[src/hw/saw_pkg.sv]
package saw_pkg;
  // ****************************************************************
  // Frame format and reset values
  // ****************************************************************
  localparam int unsigned DATA_W      = 8;
  localparam logic [7:0]  DUMMY_BYTE  = 8'h00;
  localparam logic [7:0]  RESET_BYTE  = 8'h00;
  // Bit time in reference clock cycles
  localparam int unsigned BIT_CYCLES  = 16;
  localparam int unsigned HALF_CYCLES = BIT_CYCLES / 2;
  localparam int unsigned CNT_W       = 5;
  localparam int unsigned BIT_CNT_W   = 4;
  localparam logic [3:0]  LAST_BIT    = 4'h8;
  localparam int unsigned BUF_DEPTH   = 2;
endpackage : saw_pkg

[src/hw/saw_rx_buffer.sv]
`timescale 1ns/1ps
// ****************************************************************
// Two-entry buffer between the receiver and the reader
// ****************************************************************
module saw_rx_buffer
  import saw_pkg::*;
(
  input  wire logic              ref_clk,
  input  wire logic              rstn,
  input  wire logic              inValid,
  output logic                   inReady,
  input  wire logic [DATA_W-1:0] inData,
  output logic                   outValid,
  input  wire logic              outReady,
  output logic [DATA_W-1:0]      outData
);
  typedef struct packed {
    logic [1:0][DATA_W-1:0] mem;
    logic                   wrPtr;
    logic                   rdPtr;
    logic [1:0]             count;
  } saw_buf_state_t;

  saw_buf_state_t stateQ;
  saw_buf_state_t stateD;
  logic           push;
  logic           pop;

  // Full and empty come straight from the occupancy count
  assign inReady  = (stateQ.count != 2'(BUF_DEPTH));
  assign outValid = (stateQ.count != 2'h0);
  assign outData  = stateQ.mem[stateQ.rdPtr];
  assign push     = inValid && inReady;
  assign pop      = outValid && outReady;

  // Next state of pointers and storage
  always_comb begin
    stateD = stateQ;
    if (push) begin
      stateD.mem[stateQ.wrPtr] = inData;
      stateD.wrPtr             = ~stateQ.wrPtr;
    end
    if (pop) begin
      stateD.rdPtr = ~stateQ.rdPtr;
    end
    if (push && !pop) begin
      stateD.count = stateQ.count + 2'h1;
    end else if (pop && !push) begin
      stateD.count = stateQ.count - 2'h1;
    end
  end

  // Register the state
  always_ff @(posedge ref_clk) begin
    if (!rstn) begin
      stateQ <= '0;
    end else begin
      stateQ <= stateD;
    end
  end
endmodule : saw_rx_buffer

[src/hw/saw_rx_wake.sv]
`timescale 1ns/1ps
// What this block does
// - Setting the arm bit parks the receiver idle, watching the line.
// - While armed, a rising edge on the receive pin is the wake cue.
// - The wake event sets the receive interrupt flag.
// - The arm bit clears itself at that rising edge; reception resumes.
// - The self-cleared arm bit tells software the break is over.
// - Reading the data register clears the receive interrupt once no other word waits.
module saw_rx_wake
  import saw_pkg::*;
(
  input  wire logic              ref_clk,
  input  wire logic              rstn,
  input  wire logic              rxLinePin,
  input  wire logic              armSet,
  output logic                   wakeArmBit,
  output logic                   rxIdleStatus,
  output logic                   rxInterruptFlag,
  input  wire logic              rxDataRead,
  output logic [DATA_W-1:0]      rxDataRegister,
  output logic                   frameError
);
  // ****************************************************************
  // State
  // ****************************************************************
  typedef enum logic [1:0] {SAW_IDLE, SAW_START, SAW_DATA, SAW_STOP} saw_rx_st_t;

  typedef struct packed {
    saw_rx_st_t          st;
    logic                arm;
    logic                lineLast;
    logic [CNT_W-1:0]    cnt;
    logic [BIT_CNT_W-1:0] bitIdx;
    logic [DATA_W-1:0]   shift;
    logic                pushReq;
    logic [DATA_W-1:0]   pushData;
    logic                ferr;
  } saw_state_t;

  saw_state_t stateQ;
  saw_state_t stateD;
  logic       riseEdge;
  logic       fallEdge;
  logic       bufReady;

  // ****************************************************************
  // Decode helpers
  // ****************************************************************
  // Last clock of a full bit time; data and stop bits share this decode
  function automatic logic bitEnd(input logic [CNT_W-1:0] c);
    return c == CNT_W'(BIT_CYCLES - 1);
  endfunction : bitEnd

  // Line is synchronous by system contract, so edges are taken directly
  assign riseEdge = rxLinePin && !stateQ.lineLast;
  assign fallEdge = !rxLinePin && stateQ.lineLast;

  // ****************************************************************
  // Receiver and wake control
  // ****************************************************************
  always_comb begin
    stateD          = stateQ;
    stateD.lineLast = rxLinePin;
    if (stateQ.pushReq && bufReady) begin
      stateD.pushReq = 1'b0;
    end
    if (stateQ.arm) begin
      stateD.st = SAW_IDLE;
      // A rising edge ends the break: disarm and post the dummy byte
      if (riseEdge) begin
        stateD.arm      = 1'b0;
        stateD.pushReq  = 1'b1;
        stateD.pushData = DUMMY_BYTE;
      end
    end else begin
      // A stalled word would otherwise slip into the register behind the arm bit
      if (armSet && stateQ.st == SAW_IDLE && (!stateQ.pushReq || bufReady)) begin
        stateD.arm = 1'b1;
      end
      case (stateQ.st)
        // Wait for the falling edge that opens a frame
        SAW_IDLE: begin
          if (fallEdge && !armSet) begin
            stateD.st  = SAW_START;
            stateD.cnt = '0;
          end
        end
        // Half a bit in, confirm that the start bit is still low
        SAW_START: begin
          stateD.cnt = stateQ.cnt + 1'b1;
          if (stateQ.cnt == CNT_W'(HALF_CYCLES - 1)) begin
            stateD.cnt    = '0;
            stateD.bitIdx = '0;
            // A glitch that is high at mid start bit is dropped
            stateD.st     = rxLinePin ? SAW_IDLE : SAW_DATA;
          end
        end
        // Data bits arrive LSB first, each taken near its middle
        SAW_DATA: begin
          stateD.cnt = stateQ.cnt + 1'b1;
          if (bitEnd(stateQ.cnt)) begin
            stateD.cnt    = '0;
            stateD.shift  = {rxLinePin, stateQ.shift[DATA_W-1:1]};
            stateD.bitIdx = stateQ.bitIdx + 1'b1;
            if (stateQ.bitIdx == LAST_BIT - 4'h1) begin
              stateD.st = SAW_STOP;
            end
          end
        end
        // A low stop bit marks a framing fault; the word is posted anyway
        SAW_STOP: begin
          stateD.cnt = stateQ.cnt + 1'b1;
          if (bitEnd(stateQ.cnt)) begin
            stateD.st       = SAW_IDLE;
            stateD.ferr     = !rxLinePin;
            // Pending word is overwritten if the buffer is still full when this word ends
            stateD.pushReq  = 1'b1;
            stateD.pushData = stateQ.shift;
          end
        end
        default: stateD.st = SAW_IDLE;
      endcase
    end
  end

  // Line sampler resets high, the idle level, so no false edge follows reset
  always_ff @(posedge ref_clk) begin
    if (!rstn) begin
      stateQ          <= '0;
      stateQ.lineLast <= 1'b1;
      stateQ.st       <= SAW_IDLE;
    end else begin
      stateQ <= stateD;
    end
  end

  // ****************************************************************
  // Data register buffer; a read pops one word
  // ****************************************************************
  logic              bufValid;
  logic [DATA_W-1:0] bufData;

  saw_rx_buffer uBuf (
    .ref_clk  (ref_clk),
    .rstn     (rstn),
    .inValid  (stateQ.pushReq),
    .inReady  (bufReady),
    .inData   (stateQ.pushData),
    .outValid (bufValid),
    .outReady (rxDataRead),
    .outData  (bufData)
  );

  // Flag follows buffer content, so a read clears it unless more waits
  assign rxInterruptFlag = bufValid;
  assign rxDataRegister  = bufData;
  assign wakeArmBit      = stateQ.arm;
  assign rxIdleStatus    = (stateQ.st == SAW_IDLE) && !stateQ.arm;
  assign frameError      = stateQ.ferr;
endmodule : saw_rx_wake

[config.mk]
export PLATFORM = sky130hd
export DESIGN_NAME = saw_rx_wake
export DESIGN_NICKNAME = d
export VERILOG_FILES = /design/src/hw/saw_pkg.sv /design/src/hw/saw_rx_buffer.sv /design/src/hw/saw_rx_wake.sv
export SDC_FILE = /design/constraint.sdc
export NUM_CORES = 1
export LEC_CHECK = 0
export BUFFER_PORTS_ARGS = -buffer_cell sky130_fd_sc_hd__buf_4
export CORE_ASPECT_RATIO = 0.9
export CORE_MARGIN = 10
export CORE_UTILIZATION = 45
export DETAILED_ROUTE_END_ITERATION = 6
export MAX_ROUTING_LAYER = met4
export PLACE_DENSITY = 0.63
export RECOVER_POWER = 100
export SETUP_SLACK_MARGIN = 0.3
export SLEW_MARGIN = 15
export SYNTH_ARGS = -nofsm -noshare
export SYNTH_HDL_FRONTEND = slang
export SYNTH_SLANG_ARGS = --single-unit
[constraint.sdc]
create_clock -name ref_clk -period 5.72 [get_ports ref_clk]
set_input_delay 0.286 -clock ref_clk [delete_from_list [all_inputs] [get_ports ref_clk]]
set_output_delay 0.286 -clock ref_clk [all_outputs]
set_load 0.005 [all_outputs]
==> impl_metrics.tcl, run 1 <==
set metrics [dict create \
    finalHoldViolations 0 \
    min_period_ns 2.86 \
    syn-cell-area_mm2 0.00249 \
    syn_avg_cell_area_um2 9.72 \
    maxCapViolations 1 \
    synth-seq-area-share_pct 41.0 \
    critPathRequiredTime_ns 5.95 \
    clockBufferDepth 2 \
    synth_top_area_cell "dfxtp_1" \
    ys_top_cells_by_area "dfxtp_1, nor2b_1, mux2i_1" \
    portBuffers 16 \
    critPathKind "flip-flop to flip-flop" \
    groute.usage.overall_pct 11.1 \
    fin_setup_tns_ns 0 \
    io_pins 17 \
    grt_pass1_vias 1773 \
    tightest_slew_ns 1.96 \
    grt_busiest_layer "met2" \
    cts_tree "yes" \
    clk_pin_slew_ns 0.09 \
    synth_fp_nets 272 \
    regArea_mm2 0.00102 \
    synth_cells 256 \
    vias 1759 \
    worst_setup_path_start_kind "flip-flop" \
    area_growth_pct 9.15 \
    ir_drop_mv 0.172 \
    synth.distinct_cells 51 \
    antenna_found_initial 0 \
    min_path_type "input pin to flip-flop" \
    ys.flop_type "dfxtp_1" \
    maxSlewHeadroom_pct -31.0 \
    synth_edf_count 0 \
    routed_wl_mm 4.64 \
    dp_hpwl_mm 3.30 \
    fin_crit_sh_pct 50.1 \
    drc 0 \
    core_area_mm2 0.00532 \
    fmax_mhz 349 \
    ys_seq_elements 51 \
    rows 25 \
    num_antenna_cells 0 \
    multi_input_area_mm2 0.00135 \
    ctsHtreeMaxLevel 2 \
    slowest_stage "a2111oi_0" \
    use_met1_pct 14.2 \
    grt_max_degree 58 \
    hold_depth 3 \
    die_w_um 98.4 \
    numCtsBuffers 5 \
    failed_checks "capacitance limit, slew limit" \
    final_max_slew_viol_count 58 \
    critPathMaxFanout 6 \
    post_cts_buffers 0 \
    grt_pass1_wl_mm 8.35 \
    clock_skew_ns 0.00718 \
    ant_nets 0 \
    drive_above_1_share_pct 13.4 \
    rsz0062_at_grt "false" \
    clk_latency_ns 0.30 \
    first_iter_violations 98 \
    outcome "finished, violations left" \
    cp_top_family "compound AO/OA/AOI/OAI gates" \
    crit_chain "ha_1 -> nand3_1 -> inv_1 -> ha_1 -> nor2b_1 -> a2111oi_0 -> nand3_1 -> o22ai_1" \
    gp_congestion 0.770 \
    setup_viol 0 \
    powerDensity_mw_per_mm2 265 \
    nNetsFinal 283 \
    cp-end-kind "flip-flop" \
    cts_resized 0 \
    met2_usage_pct 16.9 \
    dieArea_mm2 0.00891 \
    initial_core_util_pct 46.8 \
    p_leak_nw 1.10 \
    reg2reg_depth 8 \
    path_buf_inv 1 \
    num-fill-cells 522 \
    synth_most_common_cell "dfxtp_1" \
    grt.overflow.total 0 \
    dr.pass1.iters 5 \
    drt-wirelength-per-cell_um 13.9 \
    synth_commonest_cells "dfxtp_1, nor2b_1, nand2_1, mux2i_1" \
    holdWs_ns 0.238 \
    via_per_inst 5.25 \
    cp.depth 8 \
    critPathArrivalTime_ns 3.09 \
    synth_warnings 0 \
    critPathMaxStageDelay_ns 1.06 \
    hold_buffers 0 \
    use_met3_pct 2.91 \
    die_y_um 90.5 \
    synth_async_sr_flop_share_pct 0 \
    cts.sinks 51 \
    synth_top_area_share_pct 41.0 \
    cts-root-buf "clkbuf_8" \
]
==> stage by stage <==
stage	total power [mW]	instances	instance area, µm²	util (%)	setup WS (ns)
3_3_place_gp	0.467	327	2630	49.4	3.61
3_5_place_dp	0.468	327	2630	49.4	3.58
2_1_floorplan	0.444	256	2490	-	3.80
5_1_grt	0.748	335	2720	51.1	2.53
4_1_cts	0.732	335	2750	51.7	3.56
6_report	0.719	335	2720	51.1	2.86
==> layer usage <==
layer | up-vias | share of wire (%) | wire (µm)
met4 | 0 | 0.90 | 42
met5 | - | 0 | 0
met2 | 21 | 44 | 2030
li1 | 919 | - | -
met3 | 4 | 3.3 | 151
met1 | 815 | 52 | 2420
==> logic make-up after synthesis <==
group           after synthesis  synth area share, %
compound gates               44                 14.0
mux                          26                 10.9
xor+xnor                      3                 1.06
buf+inv                      20                 3.77
flops                        51                 41.0
fa+ha+maj                    11                 5.53
simple gates                101                 23.7
==> power breakdown <==
group | internal, mW | switching [mW] | leakage, nW
combinational | 0.0389 | 0.0371 | 0.630
sequential | 0.363 | 0.0142 | 0.412
clock | 0.144 | 0.122 | 0.0618
==> placed cells by master (no fill, tap or decap), drive strengths merged, types with 2 or more instances in the layout <==
cell,instances
nor2,4
buf,3
a21boi,12
or4,2
o21a,3
mux2i,18
inv,9
a21o,2
nand2b,4
or3,2
nor2b,30
o21ai,2
a21oi,2
nand3,7
o22ai,3
clkbuf,19
mux2,8
nand2,29
ha,11
nand3b,5
and2,4
or2,2
a22oi,9
dfxtp,51
nand4,2
and3b,3
or3b,2
xnor2,2
==> cell type report <==
type | count | share of cell area (%)
multi-input cells | 185 | 49.9
flip-flops and latches | 51 | 37.6
repair buffers | 16 | 3.87
well taps | 67 | 3.09
clock buffers | 6 | 3.04
clock inverters | 2 | 1.43
inverters | 8 | 1.11
==> tightest hold or removal path, cell delays in order <==
cell	delay [ns]
buf_4	0.11
inv_1	0.06
nand2_1	0.05
==> path summary, 6_finish.rpt <==
kind                                         startpoint                       to  slack, ns
worst min-delay path                          rxLinePin    stateQ[27]$_SDFF_PN1_       0.24
worst min register to register  stateQ[10]$_SDFFE_PN0P_  stateQ[10]$_SDFFE_PN0P_       0.48
worst max-delay path            stateQ[22]$_SDFFE_PN0P_  stateQ[18]$_SDFFE_PN0P_       2.86
worst max register to register  stateQ[22]$_SDFFE_PN0P_  stateQ[18]$_SDFFE_PN0P_       2.86
==> registers in the layout, indices dropped and copies added, names as in the netlist, named ones only <==
name and count:
frameError 1, stateQ 28, uBuf.stateQ 20, wakeArmBit 1
(Power assumes the default switching activity.)
==> run 2: changes to the inputs <==
--- a/config.mk
+++ b/config.mk
@@ -11,7 +11,7 @@
 export CORE_UTILIZATION = 45
 export DETAILED_ROUTE_END_ITERATION = 6
 export MAX_ROUTING_LAYER = met4
-export PLACE_DENSITY = 0.63
+export PLACE_DENSITY = 0.66
 export RECOVER_POWER = 100
 export SETUP_SLACK_MARGIN = 0.3
 export SLEW_MARGIN = 15
==> constraint.sdc (replaced) <==
create_clock -name ref_clk -period 2.6 [get_ports ref_clk]
set_input_delay 0.13 -clock ref_clk [delete_from_list [all_inputs] [get_ports ref_clk]]
set_output_delay 0.13 -clock ref_clk [all_outputs]
set_load 0.005 [all_outputs]
==> run 2 against run 1 <==
  * The run still ends with capacitance limit, slew limit left
  * Hold slack got worse by 0.17 ns
  * Critical path depth stayed put
  * Final cell count grew 0.90%
  * Clock skew up 0.0021 ns
  * Via count fell by 1.1%
  * Register-to-register slack got worse by 2.4 ns
==> impl_metrics.tcl, run 2 (synthesis gave the netlist of run 1 again) <==
set metrics [dict create \
    tightest_slew_ns 1.99 \
    cts_tree "yes" \
    layout_commonest_cell "dfxtp_1" \
    critPathArrivalTime_ns 2.34 \
    rows 25 \
    ant_nets 0 \
    top_register "stateQ" \
    min_path_type "input pin to flip-flop" \
    dieArea_mm2 0.00891 \
    critPathMaxFanout 4 \
    pre_cts_ws_ns 0.451 \
    failed_checks "capacitance limit, slew limit" \
    cts-root-buf "clkbuf_8" \
    nNetsFinal 286 \
    drc 0 \
    slowest_stage "a221oi_1" \
    grt.overflow.total 0 \
    fmax_mhz 465 \
    grt_max_degree 58 \
    routed_wl_mm 4.52 \
    first_iter_violations 77 \
    min_to "stateQ[27]$_SDFF_PN1_" \
    die_w_um 98.4 \
    hold_depth 3 \
    cts.sinks 51 \
    die_y_um 90.5 \
    portBuffers 16 \
    groute.usage.overall_pct 10.5 \
    ctsHtreeMaxLevel 2 \
    powerDensity_mw_per_mm2 545 \
    clk_latency_ns 0.30 \
    outcome "finished, violations left" \
    vias 1740 \
    worst_setup_path_start_kind "flip-flop" \
    drt-wirelength-per-cell_um 13.4 \
    cp-end-kind "flip-flop" \
    final_max_slew_viol_count 58 \
    via_per_inst 5.15 \
    p_leak_nw 1.10 \
    r2r_start "stateQ[22]$_SDFFE_PN0P_" \
    clk_pin_slew_ns 0.10 \
    setup_slack_ns 0.448 \
    dp_hpwl_mm 3.18 \
    grt_pass1_wl_mm 7.91 \
    critPathRequiredTime_ns 2.79 \
    grt_pass1_vias 1681 \
    rsz0062_at_grt "false" \
    fin_setup_tns_ns 0 \
    r2r_end "stateQ[25]$_SDFFE_PN0P_" \
    fin_total_pwr_mw 1.49 \
    reg_top3 "stateQ: 28 flops, uBuf.stateQ: 20 flops" \
    io_pins 17 \
    clock_skew_ns 0.00925 \
    core_area_mm2 0.00532 \
    gp_congestion 0.719 \
    hold_path.startpoint "rxLinePin" \
    antenna_found_initial 0 \
    ir_drop_mv 0.339 \
    maxSlewHeadroom_pct -32.4 \
    setup_viol 0 \
    area_growth_pct 9.71 \
    final_cell_mix "dfxtp_1, nor2b_1, nand2_1, mux2i_1, a21boi_0" \
    dr.pass1.iters 4 \
    fin_crit_sh_pct 82.8 \
    finalHoldViolations 0 \
    critPathMaxStageDelay_ns 0.50 \
    initial_core_util_pct 46.8 \
    num-fill-cells 490 \
    largest_reg_flops 28 \
    critPathKind "flip-flop to flip-flop" \
    maxCapViolations 1 \
    min_period_ns 2.15 \
    rrSetupSlack_ns 0.45 \
    crit_chain "ha_1 -> nand3_1 -> inv_1 -> ha_1 -> inv_1 -> a221oi_1 -> nor3_1 -> a311o_2" \
    drive_above_1_share_pct 14.0 \
    numCtsBuffers 5 \
    num_antenna_cells 0 \
    clockBufferDepth 2 \
    reg2reg_depth 8 \
]
run 2: report_power, final:
part / internal, mW / switching, mW
Clock: 0.218 / 0.261
Sequential: 0.798 / 0.0328
Combinational: 0.0949 / 0.0830
Total: 1.11 / 0.377
run 2: cell type report:
type	instances	area (µm²)	share of cell area, %
clock buffers	6	82.6	3.03
clock inverters	2	16.3	0.596
inverters	8	30.0	1.10
multi-input cells	185	1380	50.4
flip-flops and latches	51	1020	37.4
well taps	67	83.8	3.07
repair buffers	19	120	4.40
run 2: per-stage QoR:
| stage | area, µm² | utilization (%) | instances | hold WS, ns |
|---|---|---|---|---|
| final | 2730 | 51.3 | 338 | 0.0679 |
| after global routing | 2730 | 51.3 | 338 | 0.0889 |
| after CTS | 2740 | 51.6 | 337 | 0.0648 |
| after detailed placement | 2640 | 49.7 | 329 | 0.381 |
| after global placement | 2640 | 49.7 | 329 | 0.387 |
| after floorplan | 2490 | - | 256 | 0.236 |
run 2: metal layers:
metal | share of wire (%) | GRT usage [%] | vias up | wire [µm]
met5 | 0 | - | - | 0
met2 | 45 | 16.0 | 12 | 2010
met4 | 0.64 | 2.86 | 0 | 29
li1 | - | - | 919 | -
met1 | 52 | 13.3 | 807 | 2350
met3 | 2.9 | 2.83 | 2 | 131
run 2: worst max-delay path, delay by kind of cell, from the launching register on:
family,cells,cell delay (ns)
AO/OA/AOI/OAI,2,0.86
AND/OR/NAND/NOR,2,0.22
buffers and inverters,2,0.15
adder cells (fa/ha/maj),2,0.42
flip-flops,1,0.39
run 2: worst max path at each step:
stage	startpoint	end	slack (ns)	cells past startpoint
floorplan	stateQ[22]$_SDFFE_PN0P_	stateQ[25]$_SDFFE_PN0P_	0.68	8
global placement	stateQ[22]$_SDFFE_PN0P_	stateQ[25]$_SDFFE_PN0P_	0.49	8
finish	stateQ[22]$_SDFFE_PN0P_	stateQ[25]$_SDFFE_PN0P_	0.45	8
detailed placement	stateQ[22]$_SDFFE_PN0P_	stateQ[25]$_SDFFE_PN0P_	0.45	8
CTS	stateQ[22]$_SDFFE_PN0P_	stateQ[25]$_SDFFE_PN0P_	0.44	8
global route	stateQ[22]$_SDFFE_PN0P_	stateQ[25]$_SDFFE_PN0P_	0.24	8
run 2: timing repair:
item | in CTS | in global routing
buffers inserted | 0 | 1
gates resized for setup | 0 | 2
endpoints found under the setup margin | 0 | 7
hold buffers | 0 | 0
==> run 3: changes to the inputs <==
--- a/config.mk
+++ b/config.mk
@@ -5,6 +5,7 @@
 export SDC_FILE = /design/constraint.sdc
 export NUM_CORES = 1
 export LEC_CHECK = 0
+export ABC_AREA = 1
 export BUFFER_PORTS_ARGS = -buffer_cell sky130_fd_sc_hd__buf_4
 export CORE_ASPECT_RATIO = 0.9
 export CORE_MARGIN = 10
==> constraint.sdc (replaced) <==
create_clock -name ref_clk -period 1.77 [get_ports ref_clk]
set_input_delay 0.0885 -clock ref_clk [delete_from_list [all_inputs] [get_ports ref_clk]]
set_output_delay 0.0885 -clock ref_clk [all_outputs]
set_load 0.005 [all_outputs]
==> run 3 against run 2 <==
  * The run now ends clean
  * Hold slack gained 0.0020 ns
  * Clock skew decreased by 0.0012 ns
  * Non-clock buffer count up 14
  * Cell area is 5.5% higher
  * Via count grew 19%
  * Highest routed layer unchanged
==> impl_metrics.tcl, run 3 <==
set metrics [dict create \
    outcome "complete, no violations" \
    critPathMaxFanout 6 \
    reg_top3 "stateQ: 28 flops, uBuf.stateQ: 20 flops" \
    io_pins 17 \
    grt_pass1_vias 1988 \
    p_leak_nw 1.16 \
    layout_commonest_cell "inv_1" \
    maxSlewHeadroom_pct 66.8 \
    drt-wirelength-per-cell_um 12.7 \
    critPathKind "flip-flop to flip-flop" \
    worst_setup_path_start_kind "flip-flop" \
    rsz0062_at_grt "true" \
    top_register "stateQ" \
    core_area_mm2 0.00492 \
    grt_pass1_wl_mm 8.76 \
    clk_pin_slew_ns 0.09 \
    fmax_mhz 592 \
    antenna_found_initial 0 \
    dp_hpwl_mm 3.47 \
    setup_slack_ns 0.0819 \
    groute.usage.overall_pct 12.9 \
    hold_path.startpoint "armSet" \
    synth_most_common_cell "inv_1" \
    ys_top_cells_by_area "dfxtp_1, inv_1, o21ai_0" \
    min_period_ns 1.69 \
    rows 24 \
    synth_top_area_cell "dfxtp_1" \
    drive_above_1_share_pct 22.1 \
    synth_edf_count 0 \
    num_antenna_cells 0 \
    drc 0 \
    synth_warnings 0 \
    largest_reg_flops 28 \
    regArea_mm2 0.00103 \
    syn_avg_cell_area_um2 7.44 \
    critPathRequiredTime_ns 1.99 \
    num-fill-cells 463 \
    synth-seq-area-share_pct 43.7 \
    pre_cts_ws_ns 0.130 \
    synth_fp_nets 330 \
    final_core_util_pct 58.5 \
    syn-cell-area_mm2 0.00233 \
    ys.flop_type "dfxtp_1" \
    clk_latency_ns 0.30 \
    gp_congestion 0.932 \
    fin_crit_sh_pct 95.4 \
    cts-root-buf "clkbuf_8" \
    clock_skew_ns 0.00810 \
    cts.sinks 51 \
    routed_wl_mm 5.25 \
    powerDensity_mw_per_mm2 897 \
    crit_path_start "stateQ[29]$_SDFFE_PP0P_" \
    final_cell_mix "inv_1, dfxtp_1, a21oi_1, o21ai_0, nand2_1" \
    ys_seq_elements 51 \
    final_max_slew_viol_count 0 \
    portBuffers 16 \
    holdWs_ns 0.0698 \
    min_path_type "input pin to flip-flop" \
    initial_core_util_pct 47.4 \
    dr.pass1.iters 4 \
    finalHoldViolations 0 \
    dieArea_mm2 0.00847 \
    synth_cells 314 \
    cp-end-kind "flip-flop" \
    r2r_start "stateQ[29]$_SDFFE_PP0P_" \
    setup_viol 0 \
    clockBufferDepth 2 \
    grt_max_degree 23 \
    ant_nets 0 \
    die_w_um 95.9 \
    synth_commonest_cells "inv_1, dfxtp_1, o21ai_0, nand2_1, a21oi_1" \
    numCtsBuffers 5 \
    grt.overflow.total 0 \
    critPathArrivalTime_ns 1.91 \
    die_y_um 88.3 \
    vias 2070 \
    cts_tree "yes" \
    synth_top_area_share_pct 43.7 \
    area_growth_pct 23.3 \
    synth.distinct_cells 27 \
    multi_input_area_mm2 0.00118 \
    nNetsFinal 363 \
    via_per_inst 5.01 \
    maxCapViolations 0 \
    tightest_slew_ns 0.497 \
    first_iter_violations 83 \
    ctsHtreeMaxLevel 2 \
    ir_drop_mv 0.463 \
    synth_async_sr_flop_share_pct 0 \
]
-- run 3: worst max-delay path, cell delays in order, from the launching register on --
cell     delay (ns)
dfxtp_1        0.45
inv_1          0.14
ha_1           0.31
nand2_2        0.07
a21oi_4        0.18
nand2_2        0.08
or2_0          0.22
a21oi_1        0.16
-- run 3: cell families after synthesis --
kind of cell / count (synthesis) / synth area share [%]
buf+inv: 69 / 11.7
compound gates: 93 / 21.7
flops: 51 / 43.7
fa+ha+maj: 11 / 5.89
xor+xnor: 2 / 0.750
simple gates: 88 / 16.2
-- run 3: path summary, 6_finish.rpt --
path | end | slack, ns | cells after the start
worst min-delay path | wakeArmBit$_SDFF_PN0_ | 0.07 | 3
worst max-delay path | stateQ[18]$_SDFFE_PN0P_ | 0.08 | 7
worst min register to register | uBuf.stateQ[5]$_SDFFE_PN0P_ | 0.45 | 2
worst max register to register | stateQ[18]$_SDFFE_PN0P_ | 0.08 | 7
-- run 3: layout make-up --
cell class / count / share of cell area (%)
clock buffer: 6 / 2.87
clock inverter: 2 / 1.22
inverter: 61 / 8.04
multi-input combinational: 195 / 41.1
sequential: 51 / 35.6
tap: 65 / 2.82
timing repair buffer: 33 / 8.30
-- run 3: repair_timing --
item | CTS | global route
pin swaps | 6 | 6
cloned | 0 | 1
endpoints found under the setup margin | 27 | 46
hold buffers | 1 | 0
hold endpoints to repair | 1 | 0
resized for setup | 12 | 34
setup buffers | 8 | 6
-- run 3: where the power goes --
part	switching (mW)	internal [mW]	leakage (nW)
Combinational	0.297	0.188	0.681
Clock	0.378	0.458	0.0612
Sequential	0.0674	1.20	0.414
Total	0.742	1.84	1.16
-- run 3: metrics by stage --
stage               power [mW]  area, µm²  setup TNS, ns  std cells
global placement          1.67       2540              0        389
finish                    2.58       2880              0        413
detailed placement        1.67       2540              0        389
global route              2.71       2880        -0.0147        413
floorplan                 1.54       2380              0        314
CTS                       2.55       2770              0        406
-- run 3: metal layers --
layer / vias to the layer above / GRT usage, % / part of all wire (%)
li1: 1071 / - / -
met1: 953 / 16.0 / 49
met2: 36 / 20.4 / 46
met3: 10 / 3.05 / 3.5
met4: 0 / 3.61 / 1.6
met5: - / - / 0
